## config.mk

```make
export PLATFORM = sky130hd
export DESIGN_NAME = field_sequence_registers
export DESIGN_NICKNAME = d
export VERILOG_FILES = /design/src/field_seq_pkg.sv /design/src/vsync_edge.sv /design/src/clamp_pulse_gen.sv /design/src/field_sequence_registers.sv
export SDC_FILE = /design/constraint.sdc
export NUM_CORES = 1
export LEC_CHECK = 0
export BUFFER_PORTS_ARGS = -buffer_cell sky130_fd_sc_hd__buf_2
export CAP_MARGIN = 25
export CORE_MARGIN = 3
export CORE_UTILIZATION = 54
export CTS_CLUSTER_DIAMETER = 150
export CTS_CLUSTER_SIZE = 10
export DETAILED_ROUTE_END_ITERATION = 12
export GPL_TIMING_DRIVEN = 0
export PLACE_DENSITY = 0.72
export SYNTH_ARGS = -nofsm -noshare
export SYNTH_HDL_FRONTEND = slang
export SYNTH_SLANG_ARGS = --single-unit
```

## constraint.sdc

```tcl
create_clock -name ref_clk_i -period 17.6 [get_ports ref_clk_i]
set_input_delay 0.88 -clock ref_clk_i [delete_from_list [all_inputs] [get_ports ref_clk_i]]
set_output_delay 0.88 -clock ref_clk_i [all_outputs]
set_load 0.05 [all_outputs]
```

## src/field_seq_pkg.sv

```systemverilog
// field_seq_pkg.sv: constants and types of the field sequence register bank
// assumes one 100 MHz clock and classic wishbone access to the registers

package field_seq_pkg;

  ////////////////////////////////////////////////////////////////////////////
  // widths and counts
  localparam int unsigned POS_W = 13;
  localparam int unsigned SEL_W = 5;
  localparam int unsigned NUM_REGIONS = 9;
  localparam int unsigned NUM_WORDS = 9;
  localparam int unsigned DATA_W = 28;
  localparam int unsigned ADR_W = 8;
  localparam int unsigned IDX_W = 6;
  localparam int unsigned REGION_W = 4;

  ////////////////////////////////////////////////////////////////////////////
  // register indices; byte address is four times the index
  localparam logic [IDX_W-1:0] IDX_POS_0_1 = 6'h00;
  localparam logic [IDX_W-1:0] IDX_POS_2_3 = 6'h01;
  localparam logic [IDX_W-1:0] IDX_POS_4_5 = 6'h02;
  localparam logic [IDX_W-1:0] IDX_POS_6_7 = 6'h03;
  localparam logic [IDX_W-1:0] IDX_POS_8 = 6'h04;
  localparam logic [IDX_W-1:0] IDX_SEL_A = 6'h05;
  localparam logic [IDX_W-1:0] IDX_SEL_B = 6'h06;
  localparam logic [IDX_W-1:0] IDX_RESERVED = 6'h07;
  localparam logic [IDX_W-1:0] IDX_CLAMP = 6'h08;
  localparam logic [IDX_W-1:0] IDX_STATUS = 6'h09;

  ////////////////////////////////////////////////////////////////////////////
  // field positions inside the words
  localparam int unsigned POS_LO_LSB = 0;
  localparam int unsigned POS_HI_LSB = 13;
  localparam int unsigned POS_PER_WORD = 2;
  localparam int unsigned SELS_PER_WORD = 5;
  localparam int unsigned CLAMP_POL_LSB = 0;
  localparam int unsigned CLAMP_SET_LSB = 9;
  localparam int unsigned STAT_REGION_LSB = 0;
  localparam int unsigned STAT_PEND_BIT = 4;
  localparam int unsigned STAT_VALID_BIT = 5;

  ////////////////////////////////////////////////////////////////////////////
  // reset values
  localparam logic [DATA_W-1:0] WORD_RESET = 28'h000_0000;
  localparam logic [31:0] READ_ZERO = 32'h0000_0000;

  ////////////////////////////////////////////////////////////////////////////
  // types
  typedef logic [DATA_W-1:0] word_t;
  typedef word_t bank_t [NUM_WORDS];

  typedef struct packed {
    logic cyc;
    logic stb;
    logic we;
    logic [ADR_W-1:0] adr;
    logic [3:0] sel;
    logic [31:0] dat;
  } wb_req_t;

  typedef struct packed {
    logic [POS_W-1:0] second;
    logic [POS_W-1:0] first;
  } toggle_pair_t;

  typedef enum logic [1:0] {
    BUS_IDLE = 2'b01,
    BUS_ACK = 2'b10
  } bus_state_t;

endpackage

```

## src/vsync_edge.sv

```systemverilog
// vsync_edge.sv: synchronises the vertical sync level and marks its rise
// assumes vertical sync may change at any time relative to ref_clk_i
`timescale 1ns/1ps
`default_nettype none

module vsync_edge (
  input wire logic ref_clk_i, // system clock
  input wire logic nrst_i, // async reset, active low
  input wire logic vsync_i, // raw vertical sync level
  output logic rise_o // one-cycle pulse on rising edge
);

  logic meta_ff;
  logic sync_ff;
  logic prev_ff;

  // two-stage synchroniser, then a delayed copy for the edge
  always_ff @(posedge ref_clk_i or negedge nrst_i) begin
    if (!nrst_i) begin
      meta_ff <= 1'b0;
      sync_ff <= 1'b0;
      prev_ff <= 1'b0;
    end else begin
      meta_ff <= vsync_i;
      sync_ff <= meta_ff;
      prev_ff <= sync_ff;
    end
  end

  assign rise_o = sync_ff & ~prev_ff;

endmodule // vsync_edge
`default_nettype wire

```

## src/clamp_pulse_gen.sv

```systemverilog
// clamp_pulse_gen.sv: black clamp level along a line from two toggles
// assumes pixel count from the timing core on the same clock
`timescale 1ns/1ps
`default_nettype none

module clamp_pulse_gen (
  input wire logic ref_clk_i, // system clock
  input wire logic nrst_i, // async reset, active low
  input wire logic [field_seq_pkg::POS_W-1:0] pixel_i, // pixel in line
  input wire logic start_pol_i, // level at line start
  input wire field_seq_pkg::toggle_pair_t toggles_i, // toggle positions
  output logic pulse_o // registered clamp level
);

  logic pulse_ff;
  logic nxt_pulse;

  always_comb begin
    nxt_pulse = start_pol_i ^ (pixel_i >= toggles_i.first)
                ^ (pixel_i >= toggles_i.second);
  end

  always_ff @(posedge ref_clk_i or negedge nrst_i) begin
    if (!nrst_i) begin
      pulse_ff <= 1'b0;
    end else begin
      pulse_ff <= nxt_pulse;
    end
  end

  assign pulse_o = pulse_ff;

  a_clamp_start_lvl: assert property (
    @(posedge ref_clk_i) disable iff (!nrst_i)
    (pixel_i < toggles_i.first && pixel_i < toggles_i.second)
    |=> pulse_o == $past(start_pol_i))
    else $error("clamp does not begin at its start polarity");

  a_clamp_toggle_mid: assert property (
    @(posedge ref_clk_i) disable iff (!nrst_i)
    (pixel_i >= toggles_i.first && pixel_i < toggles_i.second)
    |=> pulse_o != $past(start_pol_i))
    else $error("clamp did not flip between its toggles");

endmodule // clamp_pulse_gen
`default_nettype wire

```

## src/field_sequence_registers.sv

```systemverilog
// field_sequence_registers.sv: field register bank with vsync update,
// region lookup, pattern selection and black clamp generation
// assumes line and pixel counts come from the timing core on ref_clk_i,
// vertical sync is asynchronous, and a classic wishbone master
//
// Local design decision: the Wishbone interface to the registers.
`timescale 1ns/1ps
`default_nettype none

module field_sequence_registers (
  input wire logic ref_clk_i, // 100 MHz system clock
  input wire logic nrst_i, // async reset, active low
  input wire field_seq_pkg::wb_req_t wb_req_i, // wishbone request
  output logic [31:0] wb_dat_o, // wishbone read data
  output logic wb_ack_o, // wishbone acknowledge
  input wire logic vertical_sync_i, // field boundary level
  input wire logic [field_seq_pkg::POS_W-1:0] line_cnt_i, // line in field
  input wire logic [field_seq_pkg::POS_W-1:0] pixel_cnt_i, // pixel in line
  input wire field_seq_pkg::toggle_pair_t clamp_toggle_set_a_i, // set a
  input wire field_seq_pkg::toggle_pair_t clamp_toggle_set_b_i, // set b
  output logic [field_seq_pkg::REGION_W-1:0] region_o, // current region
  output logic [field_seq_pkg::SEL_W-1:0] region_pattern_select_o, // pattern
  output logic black_clamp_pulse_o, // clamp level
  output logic config_valid_o // bank has been programmed and applied
);

  ////////////////////////////////////////////////////////////////////////////
  // declarations

  field_seq_pkg::bank_t shadow_ff;
  field_seq_pkg::bank_t active_ff;
  field_seq_pkg::bus_state_t bus_state_ff;
  field_seq_pkg::bus_state_t nxt_bus_state;
  logic [31:0] rdata_ff;
  logic [31:0] nxt_rdata;
  logic pending_ff;
  logic valid_ff;
  logic [field_seq_pkg::REGION_W-1:0] region_ff;
  logic [field_seq_pkg::REGION_W-1:0] nxt_region;
  logic [field_seq_pkg::SEL_W-1:0] sel_ff;
  logic vs_rise;
  logic req;
  logic wr_fire;
  logic [field_seq_pkg::IDX_W-1:0] idx;
  logic [field_seq_pkg::DATA_W-1:0] lane_mask;
  logic cur_pol;
  logic cur_set;
  field_seq_pkg::toggle_pair_t cur_toggles;

  ////////////////////////////////////////////////////////////////////////////
  // field decoding helpers

  // change position n out of a bank
  function automatic logic [field_seq_pkg::POS_W-1:0] pos_of(
    input field_seq_pkg::bank_t bank,
    input int unsigned n
  );
    field_seq_pkg::word_t w;
    w = bank[n / field_seq_pkg::POS_PER_WORD];
    if ((n % field_seq_pkg::POS_PER_WORD) == 0) begin
      pos_of = w[field_seq_pkg::POS_LO_LSB +: field_seq_pkg::POS_W];
    end else begin
      pos_of = w[field_seq_pkg::POS_HI_LSB +: field_seq_pkg::POS_W];
    end
  endfunction

  // pattern selector of region n
  function automatic logic [field_seq_pkg::SEL_W-1:0] sel_of(
    input field_seq_pkg::bank_t bank,
    input int unsigned n
  );
    field_seq_pkg::word_t w;
    int unsigned slot;
    w = bank[32'(field_seq_pkg::IDX_SEL_A)
             + n / field_seq_pkg::SELS_PER_WORD];
    slot = n % field_seq_pkg::SELS_PER_WORD;
    sel_of = w[slot * field_seq_pkg::SEL_W +: field_seq_pkg::SEL_W];
  endfunction

  // byte lanes to a bit mask over the stored width
  function automatic logic [field_seq_pkg::DATA_W-1:0] lanes(
    input logic [3:0] sel
  );
    logic [31:0] m;
    m = {{8{sel[3]}}, {8{sel[2]}}, {8{sel[1]}}, {8{sel[0]}}};
    lanes = m[field_seq_pkg::DATA_W-1:0];
  endfunction

  ////////////////////////////////////////////////////////////////////////////
  // vertical sync synchroniser

  vsync_edge u_vsync (
    .ref_clk_i(ref_clk_i),
    .nrst_i(nrst_i),
    .vsync_i(vertical_sync_i),
    .rise_o(vs_rise)
  );

  ////////////////////////////////////////////////////////////////////////////
  // wishbone slave: one wait state, ack for one cycle

  assign req = wb_req_i.cyc & wb_req_i.stb;
  assign idx = wb_req_i.adr[field_seq_pkg::ADR_W-1:2];
  assign wb_ack_o = (bus_state_ff == field_seq_pkg::BUS_ACK);
  // write lands at the same edge the master samples ack
  assign wr_fire = wb_ack_o & req & wb_req_i.we;
  assign lane_mask = lanes(wb_req_i.sel);

  // idle waits for a request, ack lasts exactly one cycle
  always_comb begin
    nxt_bus_state = bus_state_ff;
    unique case (bus_state_ff)
      field_seq_pkg::BUS_IDLE: begin
        if (req) begin
          nxt_bus_state = field_seq_pkg::BUS_ACK;
        end
      end
      field_seq_pkg::BUS_ACK: begin
        nxt_bus_state = field_seq_pkg::BUS_IDLE;
      end
      default: begin
        nxt_bus_state = field_seq_pkg::BUS_IDLE;
      end
    endcase
  end

  always_ff @(posedge ref_clk_i or negedge nrst_i) begin
    if (!nrst_i) begin
      bus_state_ff <= field_seq_pkg::BUS_IDLE;
    end else begin
      bus_state_ff <= nxt_bus_state;
    end
  end

  // read mux; the reserved word and unmapped addresses read zero
  always_comb begin
    nxt_rdata = field_seq_pkg::READ_ZERO;
    if (idx == field_seq_pkg::IDX_STATUS) begin
      nxt_rdata[field_seq_pkg::STAT_REGION_LSB +: field_seq_pkg::REGION_W] =
        region_ff;
      nxt_rdata[field_seq_pkg::STAT_PEND_BIT] = pending_ff;
      nxt_rdata[field_seq_pkg::STAT_VALID_BIT] = valid_ff;
    end else if (idx < field_seq_pkg::IDX_STATUS) begin
      nxt_rdata[field_seq_pkg::DATA_W-1:0] = shadow_ff[idx[3:0]];
    end
  end

  // capture read data while idle so it stands through the ack cycle
  always_ff @(posedge ref_clk_i or negedge nrst_i) begin
    if (!nrst_i) begin
      rdata_ff <= field_seq_pkg::READ_ZERO;
    end else if (req && bus_state_ff == field_seq_pkg::BUS_IDLE) begin
      rdata_ff <= nxt_rdata;
    end
  end

  assign wb_dat_o = rdata_ff;

  ////////////////////////////////////////////////////////////////////////////
  // shadow bank written by software

  for (genvar w = 0; w < field_seq_pkg::NUM_WORDS; w++) begin : g_shadow
    always_ff @(posedge ref_clk_i or negedge nrst_i) begin
      // genvar cast to the index width so the address match is exact
      if (!nrst_i) begin
        shadow_ff[w] <= field_seq_pkg::WORD_RESET;
      end else if (wr_fire && idx == field_seq_pkg::IDX_W'(w)
                   && idx != field_seq_pkg::IDX_RESERVED) begin
        shadow_ff[w] <= (shadow_ff[w] & ~lane_mask)
                        | (wb_req_i.dat[field_seq_pkg::DATA_W-1:0]
                           & lane_mask);
      end
    end
  end

  ////////////////////////////////////////////////////////////////////////////
  // active bank, refreshed only at a field boundary

  for (genvar w = 0; w < field_seq_pkg::NUM_WORDS; w++) begin : g_active
    always_ff @(posedge ref_clk_i or negedge nrst_i) begin
      if (!nrst_i) begin
        active_ff[w] <= field_seq_pkg::WORD_RESET;
      end else if (vs_rise) begin
        active_ff[w] <= shadow_ff[w];
      end
    end
  end

  // pending: a write not yet applied; a write in the vsync cycle wins
  always_ff @(posedge ref_clk_i or negedge nrst_i) begin
    if (!nrst_i) begin
      pending_ff <= 1'b0;
    end else if (wr_fire && idx < field_seq_pkg::IDX_STATUS) begin
      pending_ff <= 1'b1;
    end else if (vs_rise) begin
      pending_ff <= 1'b0;
    end
  end

  always_ff @(posedge ref_clk_i or negedge nrst_i) begin
    if (!nrst_i) begin
      valid_ff <= 1'b0;
    end else if (vs_rise && pending_ff) begin
      valid_ff <= 1'b1;
    end
  end

  assign config_valid_o = valid_ff;

  ////////////////////////////////////////////////////////////////////////////
  // region lookup along the field

  // regions in field order
  // a zero position past region 0 ends the list, since line 0 starts
  // the field anyway; unordered positions are not sorted
  always_comb begin
    logic stop;
    stop = 1'b0;
    nxt_region = '0;
    for (int unsigned n = 1; n < field_seq_pkg::NUM_REGIONS; n++) begin
      if (pos_of(active_ff, n) == '0) begin
        stop = 1'b1;
      end else if (!stop && line_cnt_i >= pos_of(active_ff, n)) begin
        nxt_region = field_seq_pkg::REGION_W'(n);
      end
    end
  end

  always_ff @(posedge ref_clk_i or negedge nrst_i) begin
    if (!nrst_i) begin
      region_ff <= '0;
      sel_ff <= '0;
    end else begin
      region_ff <= nxt_region;
      sel_ff <= sel_of(active_ff, 32'(nxt_region));
    end
  end

  assign region_o = region_ff;
  assign region_pattern_select_o = sel_ff;

  ////////////////////////////////////////////////////////////////////////////
  // black clamp pulse for the current region

  assign cur_pol = active_ff[field_seq_pkg::IDX_CLAMP[3:0]]
                   [field_seq_pkg::CLAMP_POL_LSB + 32'(region_ff)];
  assign cur_set = active_ff[field_seq_pkg::IDX_CLAMP[3:0]]
                   [field_seq_pkg::CLAMP_SET_LSB + 32'(region_ff)];

  assign cur_toggles = cur_set ? clamp_toggle_set_b_i : clamp_toggle_set_a_i;

  clamp_pulse_gen u_clamp (
    .ref_clk_i(ref_clk_i),
    .nrst_i(nrst_i),
    .pixel_i(pixel_cnt_i),
    .start_pol_i(cur_pol),
    .toggles_i(cur_toggles),
    .pulse_o(black_clamp_pulse_o)
  );

  ////////////////////////////////////////////////////////////////////////////
  // checks

  a_pos_hold_field: assert property (
    @(posedge ref_clk_i) disable iff (!nrst_i)
    !vs_rise |=> active_ff[0] == $past(active_ff[0])
                 && active_ff[4] == $past(active_ff[4]))
    else $error("change positions moved inside a field");

  a_pos_load_vsync: assert property (
    @(posedge ref_clk_i) disable iff (!nrst_i)
    vs_rise |=> active_ff[4][12:0] == $past(shadow_ff[4][12:0])
                && active_ff[3][25:13] == $past(shadow_ff[3][25:13]))
    else $error("positions not loaded at vertical sync");

  a_sel_first_word: assert property (
    @(posedge ref_clk_i) disable iff (!nrst_i)
    (nxt_region == 4'h2 && !vs_rise)
    |=> region_pattern_select_o == active_ff[5][14:10])
    else $error("third region selector wrong");

  a_sel_ninth: assert property (
    @(posedge ref_clk_i) disable iff (!nrst_i)
    (nxt_region == 4'h8 && !vs_rise)
    |=> region_pattern_select_o == active_ff[6][19:15])
    else $error("ninth region selector wrong");

  // set a toggles seen at the clamp output
  a_clamp_use_a: assert property (
    @(posedge ref_clk_i) disable iff (!nrst_i)
    !active_ff[8][9 + 32'(region_ff)]
    |=> black_clamp_pulse_o == ($past(active_ff[8][32'(region_ff)])
        ^ ($past(pixel_cnt_i) >= $past(clamp_toggle_set_a_i.first))
        ^ ($past(pixel_cnt_i) >= $past(clamp_toggle_set_a_i.second))))
    else $error("clamp set a not used for a zero select");

  // set b toggles seen at the clamp output
  a_clamp_use_b: assert property (
    @(posedge ref_clk_i) disable iff (!nrst_i)
    active_ff[8][9 + 32'(region_ff)]
    |=> black_clamp_pulse_o == ($past(active_ff[8][32'(region_ff)])
        ^ ($past(pixel_cnt_i) >= $past(clamp_toggle_set_b_i.first))
        ^ ($past(pixel_cnt_i) >= $past(clamp_toggle_set_b_i.second))))
    else $error("clamp set b not used for a one select");

  a_valid_cause: assert property (
    @(posedge ref_clk_i) disable iff (!nrst_i)
    $rose(config_valid_o) |-> $past(vs_rise) && $past(pending_ff))
    else $error("valid rose without an applied write");

  a_region_order: assert property (
    @(posedge ref_clk_i) disable iff (!nrst_i)
    (nxt_region != 4'h0) |-> line_cnt_i >= pos_of(active_ff, 32'(nxt_region))
                             && pos_of(active_ff, 32'(nxt_region)) != '0)
    else $error("region entered before its change position");

  a_ack_single: assert property (
    @(posedge ref_clk_i) disable iff (!nrst_i)
    wb_ack_o |=> !wb_ack_o)
    else $error("ack held longer than one cycle");

  // a request seen while idle is answered at the very next edge
  a_ack_next: assert property (
    @(posedge ref_clk_i) disable iff (!nrst_i)
    (req && bus_state_ff == field_seq_pkg::BUS_IDLE) |=> wb_ack_o)
    else $error("request not acknowledged in the next cycle");

  // a write in the copy cycle misses the copy, so pending must survive
  a_pend_set_wins: assert property (
    @(posedge ref_clk_i) disable iff (!nrst_i)
    (wr_fire && idx < field_seq_pkg::IDX_STATUS) |=> pending_ff)
    else $error("pending lost for a write not yet applied");

  // a zero first change position keeps the field in region 0
  a_region_list_end: assert property (
    @(posedge ref_clk_i) disable iff (!nrst_i)
    (pos_of(active_ff, 1) == '0) |=> region_o == 4'h0)
    else $error("region left 0 with an empty position list");

endmodule // field_sequence_registers
`default_nettype wire

```

## After elaboration in Yosys (flattened, before gate mapping)

Cells that the tools add are included.

- Bits in registers: 549
- Latch bits: 0
- Memory bits (writable): 0
- Memory bits (read-only): 0
- Bits of input ports: 128
- Output and inout port bits: 44
- Logic and storage cells: 185
- Memories: 0

- Add/sub/neg operators: 2
- $mul: 1
- Div/mod/pow operators: 2
- Magnitude comparators: 15
- Eq/ne operators: 13
- Shift-type cells: 1
- Multiplexer cells: 49
- Bitwise gates (word level): 29
- Reduce and logical (&&, ||, !) cells: 45

Operators with widths:

| kind | count |
|---|---|
| $and 28x28->28 | 10 |
| $or 28x28->28 | 9 |
| $bmux 28 s4 | 2 |
| $mux 28 | 5 |
| $ge 13x13->1 | 10 |
| $logic_not 13->1 | 8 |
| $mux 13 | 8 |
| $mux 4 | 15 |
| $ge 33x5->1 const B | 1 |
| $not 32->33 | 1 |
| $shiftx 28x33->5 | 1 |
| $add 3x32->32 const A | 1 |
| $div 4x3->32 const B | 1 |
| $mod 4x3->32 const B | 1 |
| $mul 32x3->32 const B | 1 |
| $logic_and 1x1->1 | 28 |
| $not 28->28 | 1 |
| $mux 26 | 1 |
| $eq 6x3->1 const B | 4 |
| $mux 22 | 1 |
| $eq 6x2->1 const B | 2 |
| $eq 6x4->1 const B | 2 |
| $mux 1 | 12 |
| $logic_not 1->1 | 7 |
| 20 further kinds | 25 |

## Logic depth before layout (Yosys ltp)

Gate-level depths: netlist of run 1.

- Word-level depth: 26
- Mapped depth: 35
- Mapped depth without buffers: 30

## Cells and area by module

From an unflattened synthesis of run 1, not the netlist that was laid out.

- Cells, all modules: 2408
- Area total of the unflattened synthesis: 27909.3 um^2

By module, submodules not included:

| module | times used | cells each | area each (um^2) | sequential area each (um^2) |
|---|---|---|---|---|
| field_sequence_registers | 1 | 2316 | 27141.0 | 13113.8 |
| clamp_pulse_gen | 1 | 88 | 679.4 | 25.0 |
| vsync_edge | 1 | 4 | 88.8 | 75.1 |

## Least setup slack after synthesis of run 1

Ideal clock, no wire load.

- Path kind: input to register
- From: in line_cnt_i[0] (netlist name)
- To: reg sel_ff (netlist bit region_pattern_select_o[4])
- Setup time: 0.133 ns
- Arrival time: 7.229 ns
- Data required time: 17.467 ns
- Slack: 10.238 ns
- Stages on the path: 31
- Buffers on the path: 6
- Cells stage by stage: inv_1 -> ha_1 -> nand2b_1 -> a21oi_1 -> o21ai_1 -> a2111o_1 -> and3_1 -> clkbuf_1 -> or3_1 -> inv_1 -> nor2_1 -> ha_1 -> mux2i_1 -> ha_1 -> nor2b_1 -> clkbuf_1 -> a31oi_4 -> nor2_4 -> inv_1 -> buf_2 -> ha_1 -> clkbuf_1 -> buf_1 -> buf_1 -> mux2i_1 -> o21ai_0 -> a22o_1 -> o2bb2ai_1 -> mux4_2 -> a22oi_2 -> o211ai_1

- Elaborated cells on any way between the ends: 40
- Classes of those cells: 1 x add/sub; 1 x mul; 2 x div; 8 x order compare; 1 x shift; 19 x mux; 1 x bitwise; 7 x reduce/logical

RTL lines:

| item | RTL line | text |
|---|---|---|
| start, declared | field_sequence_registers.sv:17 | `input wire logic [field_seq_pkg::POS_W-1:0] line_cnt_i,` |
| $ge 13x13->1 | field_sequence_registers.sv:223 | `end else if (!stop && line_cnt_i >= pos_of(active_ff, n)) begin` |
| $logic_and 1x1->1 | field_sequence_registers.sv:223 |  |
| $mux 4 | field_sequence_registers.sv:223 |  |
| $mux 4 | field_sequence_registers.sv:221 | `if (pos_of(active_ff, n) == '0) begin` |
| $mux 4 | field_sequence_registers.sv:223 |  |
| $mux 4 | field_sequence_registers.sv:221 |  |
| $mux 4 | field_sequence_registers.sv:223 |  |
| $mux 4 | field_sequence_registers.sv:221 |  |
| (+3 left out) | -- |  |
| $mux 4 | field_sequence_registers.sv:221 |  |
| $mux 4 | field_sequence_registers.sv:223 |  |
| $mux 4 | field_sequence_registers.sv:221 |  |
| $mux 4 | field_sequence_registers.sv:223 |  |
| $mux 4 * | field_sequence_registers.sv:221 |  |
| net nxt_region (one bit) | field_sequence_registers.sv:39 | `logic [field_seq_pkg::REGION_W-1:0] nxt_region;` |
| parallel branches: the longest is 6 deep, another holds $mod 4x3->32 | -- |  |
| $shiftx 28x33->5 * | field_sequence_registers.sv:77 | `sel_of = w[slot * field_seq_pkg::SEL_W +: field_seq_pkg::SEL_W];` |
| end signal, assigned | field_sequence_registers.sv:235 | `sel_ff <= sel_of(active_ff, 32'(nxt_region));` |
| end, declared | field_sequence_registers.sv:40 | `logic [field_seq_pkg::SEL_W-1:0] sel_ff;` |

Mark *: on every way through the listed nets, which the timed path passes. The select of a mux whose other input is x is not followed.
A chain may end at the register's enable or synchronous reset.

## Worst setup path in the final report of run 1

- From: in line_cnt_i[0] (netlist name)
- To: reg sel_ff (netlist bit region_pattern_select_o[0])

The elaborated chain is that of the path after synthesis.

==> run metrics, run 1 <==
Post-synth ARST share 100.0%; TritonCTS buffer count 58; Peak Freq 0.09869 GHz; area leader, netlist dfrtp_1; post-route ant nets 0; fraction of layout cells with a size suffix above 1 26.51%; r2r setup slk 7690 ps; DIE AREA 0.05512 mm²; Worst Path Max Fanout 10; type of origin of the critical path input port; Clock Root Buffer clkbuf_16; status finished clean; core area 0.05151 mm²; CTS Hold Bufs 0; DR WL/cell 27.15 µm; Final Hold Fails 0; Synth Warn # 0; Top FF cell, synth dfrtp_1; met1 usage 46.28%; DRC 0; CTS sink cnt 528; die width 234.8 µm; I/O pins 172; RR Startpoint active_ff[113]; initial antenna violation count 1; hpwl dp 69.08 mm; RSZ-0062 raised after global routing no; Max clock buf depth 3; largest net degree at the start of global routing 127; Buffers on Ports 156; met3 usage 6.268%; Setup crit end kind flip-flop; setup tns final 0 ps; Netlist cell types 90; Core Util, Final 61.60%; CP dominant cell by count ha_1; Clock Skew 26.03 ps; Reg2Reg Depth 32; initial core utilization 54.87%; Pwr Density 78.16 mW/mm²; CP max stage cell buf_1; routing usage on met2 50.67%; capturing point of the worst reg2reg path region_pattern_select_o[0]; vias per inst 6.544; CTS tree yes; post-route clock period utilization 57.57%; final worst path period need 10130 ps; First-pass DRT Iterations 6; latest clock arrival within the worst-skew pair 630 ps; Hold Crit Class input port to asynchronous set/reset pin; CP Class input port to flip-flop; vias in the first global route 22360; Mapped Area 0.02826 mm²; Final nets 2969; CP peak stage delay 790 ps; Worst-path clk slew 60 ps; overall die height 234.8 µm; Max Cap Viol 0; cells after synthesis 2463; gr busiest metal met2; Post-CTS Setup Inserts 0; final slew viol count 0; Std-Cell Rows 83; Antenna diodes 0; H-tree depth 2; Synth Register Bits 528; WL final 92.09 mm; synthesis-to-finish area growth 12.27%; worst path required time 18090 ps; number of gates resized after CTS 0; Avg Synthesized Cell Area 11.48 µm²; post-synthesis sequential area ratio 46.75%; leakage dissipation 14.73 nW; Initial DRC Count 2485; Worst Max-Slew Pin Slew 1126 ps; Total GRT Usage 32.95%; peak supply drop 0.06903 mV; top cell type's share of synthesized area 46.66%; Final Setup Violations 0; Slew HR 24.36%; routability cong. 0.9817; global-route wire length before repair 138.9 mm; Arrival @ worst endpoint 10620 ps; GRT Residual Overflow 0; Synth area leaders dfrtp_1 (47%), mux2_2 (15%), ha_1 (6.3%); DR vias 22200; Post-synth EDFFs 0
metrics by stage:
stage	setup WS [ps]	hold WS (ps)	cells	instance area, µm²	total power, mW
5_1_grt	7095	257.0	3392	31730	2.550
4_1_cts	7644	229.5	3387	31680	2.488
3_3_place_gp	5139	333.6	3302	29910	1.408
6_report	7467	211.1	3392	31730	2.480
2_1_floorplan	10240	331.2	2466	28270	1.321
3_5_place_dp	7031	337.1	3313	30110	1.417
report_power, final:
part           total [mW]  internal, mW  leakage [nW]  switching, mW
Combinational       0.180        0.0545          6.60          0.125
Clock                1.08         0.601         0.763          0.480
Sequential           1.22          1.22          7.36        0.00190
cells in the mapped netlist, types with 23 or more instances:
| master | n |
|---|---|
| a21oi_1 | 74 |
| a22o_1 | 25 |
| a22oi_1 | 42 |
| clkbuf_1 | 120 |
| dfrtp_1 | 527 |
| ha_1 | 142 |
| inv_1 | 145 |
| mux2_2 | 372 |
| mux2i_1 | 75 |
| mux4_2 | 68 |
| nand2_1 | 217 |
| nand3_1 | 35 |
| nand4_1 | 32 |
| nor2_1 | 61 |
| nor3_1 | 27 |
| nor4_1 | 23 |
| o21ai_0 | 165 |
| o22ai_1 | 34 |
worst max-delay path by stage:
stage	startpoint	end	depth (start not counted)	slack, ps
6_report	line_cnt_i[0]	region_pattern_select_o[0]	33	7470
4_1_cts	line_cnt_i[0]	region_pattern_select_o[1]	32	7640
3_3_place_gp	nrst_i	active_ff[192]	1	5140
5_1_grt	line_cnt_i[0]	region_pattern_select_o[1]	34	7090
2_1_floorplan	line_cnt_i[0]	region_pattern_select_o[4]	31	10240
3_5_place_dp	line_cnt_i[0]	region_pattern_select_o[1]	32	7030
cells by family (layout without fill, tap and decap cells):
group                    after synthesis  in the layout  synth area share [%]
AO/OA/AOI/OAI                        513            513                 12.15
XOR/XNOR                               7              7                0.2169
adder cells (fa/ha/maj)              143            143                 6.357
buffers and inverters                304            550                 4.245
flip-flops                           528            528                 46.75
multiplexers                         515            515                 22.90
other                                  1              4               0.01327
AND/OR/NAND/NOR                      452            452                 7.366
placed cells by master, fill, tap and decap left out, types with 12 or more instances in the layout:
cell,netlist,layout
mux2i_1,75,75
inv_1,145,145
buf_2,11,168
nor3_1,27,27
o211ai_1,19,19
nor4_1,23,23
a22oi_1,42,42
nor2b_1,13,13
mux4_2,68,68
ha_1,142,142
nand4_1,32,32
a21o_1,15,15
a31oi_1,19,19
o21ai_0,165,165
clkbuf_1,120,132
nor2_1,61,61
nand2_1,217,217
mux2_2,372,372
o22ai_1,34,34
buf_1,15,15
clkbuf_16,0,59
nand2b_1,12,12
nand3_1,35,35
a21oi_1,74,74
dfrtp_1,527,527
a22o_1,25,25
routing by layer:
| metal | vias to the layer above | share of wire [%] |
|---|---|---|
| li1 | 9485 | - |
| met1 | 11330 | 42 |
| met2 | 1141 | 45 |
| met3 | 237 | 9.0 |
| met4 | 2 | 4.5 |
| met5 | - | 0.020 |
worst max-delay path, delay by kind of cell:
kind / cells / cell delay [ps]
AOI/OAI and AO/OA: 8 / 2050
adders and majority gates: 4 / 1040
buffers and inverters: 12 / 4600
muxes: 4 / 1070
and+or+nand+nor: 5 / 920
area by class of cell:
| class | count | area [µm²] |
|---|---|---|
| clock inverters | 2 | 28.78 |
| flip-flops and latches | 528 | 13210 |
| repair buffers | 172 | 1035 |
| inverters | 148 | 555.5 |
| fillers | 4144 | 19780 |
| multi-input cells | 1634 | 13870 |
| plain buffers | 156 | 644.4 |
| well taps | 680 | 850.8 |
| clock buffers | 72 | 1535 |
Note: power is estimated with default switching activity, not from simulation.
==> run 2: changes to the inputs <==
Settings changed: ABC_AREA set to 1.
Clock period 17.6 ns to 9.4 ns, I/O delays scaled along.
==> run metrics, run 2 <==
CP max stage cell xor2_1; initial core utilization 55.33% (+0.46 points); count leader, synth nand2_1; Clock Root Buffer clkbuf_16; type of origin of the critical path flip-flop; Worst-path clk slew 70 ps (about the same); vias in the first global route 24560 (+9.9%); Peak Freq 0.1261 GHz; Hold Crit Class input port to flip-flop; TritonCTS buffer count 58 (unchanged); Top FF cell, synth dfrtp_1; Initial DRC Count 3672 (+48%); Clock Skew 30.86 ps (+4.822 ps); Place WS 1382 ps (-5649 ps); Netlist cell types 56 (-38%); Mapped Area 0.02805 mm² (-0.77%); Avg Synthesized Cell Area 7.869 µm² (-31%); First-pass DRT Iterations 8 (+2); Pwr Density 148.2 mW/mm² (+90%); RSZ-0062 raised after global routing no; post-route ant nets 0 (unchanged); CTS tree yes; WL final 97.89 mm (+6.3%); DRC 0 (unchanged); post-synthesis sequential area ratio 47.12% (+0.36 points); core area 0.05068 mm² (-1.6%); post-route clock period utilization 84.35%; peak supply drop 0.1317 mV (+91%); hpwl dp 74.19 mm (+7.4%); Max clock buf depth 3 (unchanged); synthesis-to-finish area growth 12.15%; placed instance count 4405 (+33%); die width 233.9 µm (-0.38%); initial antenna violation count 0 (-1); Non-Filler Instances 4483 (+32%); Synth Warn # 0 (unchanged); Slew HR 27.46% (+3.1 points); most frequent cells in the layout nand2_1 (935), o21ai_0 (562), dfrtp_1 (527), inv_1 (325), nor2_1 (259); Arrival @ worst endpoint 8440 ps (-2180 ps); Setup crit end kind flip-flop; capturing point of the worst reg2reg path region_pattern_select_o[2]; final slew viol count 0 (unchanged); overall die height 233.9 µm (-0.38%); fraction of layout cells with a size suffix above 1 7.480% (-19 points); top cell type's share of synthesized area 47.02% (+0.36 points); leakage dissipation 14.98 nW (+1.7%); Hold Crit Start wb_req_i[26]; RR Startpoint active_ff[215]; Std-Cell Rows 82 (-1.2%); largest net degree at the start of global routing 125 (-1.6%); number of gates resized after CTS 0 (unchanged); CTS Hold Bufs 2 (+2); I/O pins 172 (unchanged); vias per inst 5.988 (-8.5%); finished layout cell area 0.03145 mm² (-0.88%); Synth Register Bits 528 (unchanged); Final Setup Violations 0 (unchanged); Post-synth ARST share 100.0% (unchanged); Hold Path Cell Cnt 3; Worst Max-Slew Pin Slew 1084 ps (-41.40 ps); latest clock arrival within the worst-skew pair 630 ps (about the same); worst path required time 9910 ps (-8180 ps); Core Util, Final 62.06% (+0.46 points); most common library cell in the layout ignoring fill and taps nand2_1; CP peak stage delay 840 ps (+50 ps); Max Cap Viol 0 (unchanged); Synth area leaders dfrtp_1 (47%), nand2_1 (13%), o21ai_0 (10%); Reg2Reg Depth 43 (+34%); Post-synth EDFFs 0 (unchanged); final worst path period need 7929 ps; DR WL/cell 21.84 µm (-20%); final worst setup slack 1471 ps (-5996 ps); Post-CTS Setup Inserts 0 (unchanged); setup tns final 0 ps (unchanged); global-route wire length before repair 145.4 mm (+4.7%); CP dominant cell by count nand2_1; synth cell count leaders nand2_1 (935), o21ai_0 (562), dfrtp_1 (527); DIE AREA 0.05471 mm² (-0.75%); routability cong. 1.026 (+4.5%); placed cell area 0.02985 mm² (-0.87%); area leader, netlist dfrtp_1; CP Class flip-flop to flip-flop; Final Hold Fails 0 (unchanged); DR vias 26850 (+21%); CTS sink cnt 528 (unchanged); cells after synthesis 3564 (+45%); Final nets 4068 (+37%); GRT Residual Overflow 0 (unchanged); r2r setup slk 1470 ps (-6220 ps); H-tree depth 2 (unchanged); Worst Path Max Fanout 10 (unchanged); worst setup path startpoint active_ff[215]; Buffers on Ports 157 (+0.64%); status finished clean; Total GRT Usage 35.34% (+2.4 points)
run 2: cell count changes in the layout (fill, tap and decap cells not counted), moves of 180 or more:
cell / delta
nand2_1: +718
o21ai_0: +397
mux2_2: -370
nor2_1: +198
nand3_1: +194
inv_1: +180
run 2: critical path, delay by kind of cell, from the launching register on:
kind	cells	cell delay, ps
AND/OR/NAND/NOR	19	1920
adder cells (fa/ha/maj)	5	1090
flip-flops	1	350
buffers and inverters	9	1660
AO/OA/AOI/OAI	9	1930
XOR/XNOR	1	840
run 2: area by class of cell:
cell class / count / area, µm²
Antenna cell: 1 / 2.502
Buffer: 206 / 845.8
Clock buffer: 71 / 1531
Clock inverter: 2 / 32.53
Fill cell: 4580 / 19230
Inverter: 334 / 1254
Multi-Input combinational cell: 2499 / 12760
Sequential cell: 528 / 13210
Tap cell: 672 / 840.8
Timing Repair Buffer: 170 / 977.2
run 2: how the worst max path moves through the flow:
stage                                       to  slack (ps)  cells past startpoint
floorplan           region_pattern_select_o[4]        3810                     42
global placement    region_pattern_select_o[0]       -3050                      1
detailed placement  region_pattern_select_o[2]        1380                     43
CTS                 region_pattern_select_o[2]        1790                     43
global route        region_pattern_select_o[2]         980                     43
finish              region_pattern_select_o[2]        1470                     43
run 2: power by group:
| part | total, mW | internal, mW | switching, mW |
|---|---|---|---|
| logic | 0.346 | 0.0869 | 0.259 |
| clock network | 2.03 | 1.12 | 0.910 |
| registers | 2.28 | 2.28 | 0.00324 |
run 2: cells by family (layout without fill, tap and decap cells):
kind of cell	after synthesis	in the layout	share of synthesized area (%)
XOR/XNOR	5	5	0.1562
flip-flops	528	528	47.12
other	1	5	0.01337
buffers and inverters	540	783	7.486
AO/OA/AOI/OAI	793	793	15.33
multiplexers	28	28	1.008
adder cells (fa/ha/maj)	143	143	6.406
AND/OR/NAND/NOR	1526	1526	22.48
run 2: layer usage:
metal	vias to the layer above	GRT usage, %	part of all wire, %
met5	-	0	0
met4	0	15.00	4.6
met3	254	6.839	12
met2	1592	53.14	43
met1	12770	50.30	41
li1	12230	-	-
run 2: through the flow:
step | power [mW] | hold slack, ps
floorplan | 2.482 | 174.4
global placement | 2.651 | 341.3
detailed placement | 2.661 | 346.5
CTS | 4.654 | 239.4
global route | 4.777 | 265.6
finish | 4.660 | 252.0
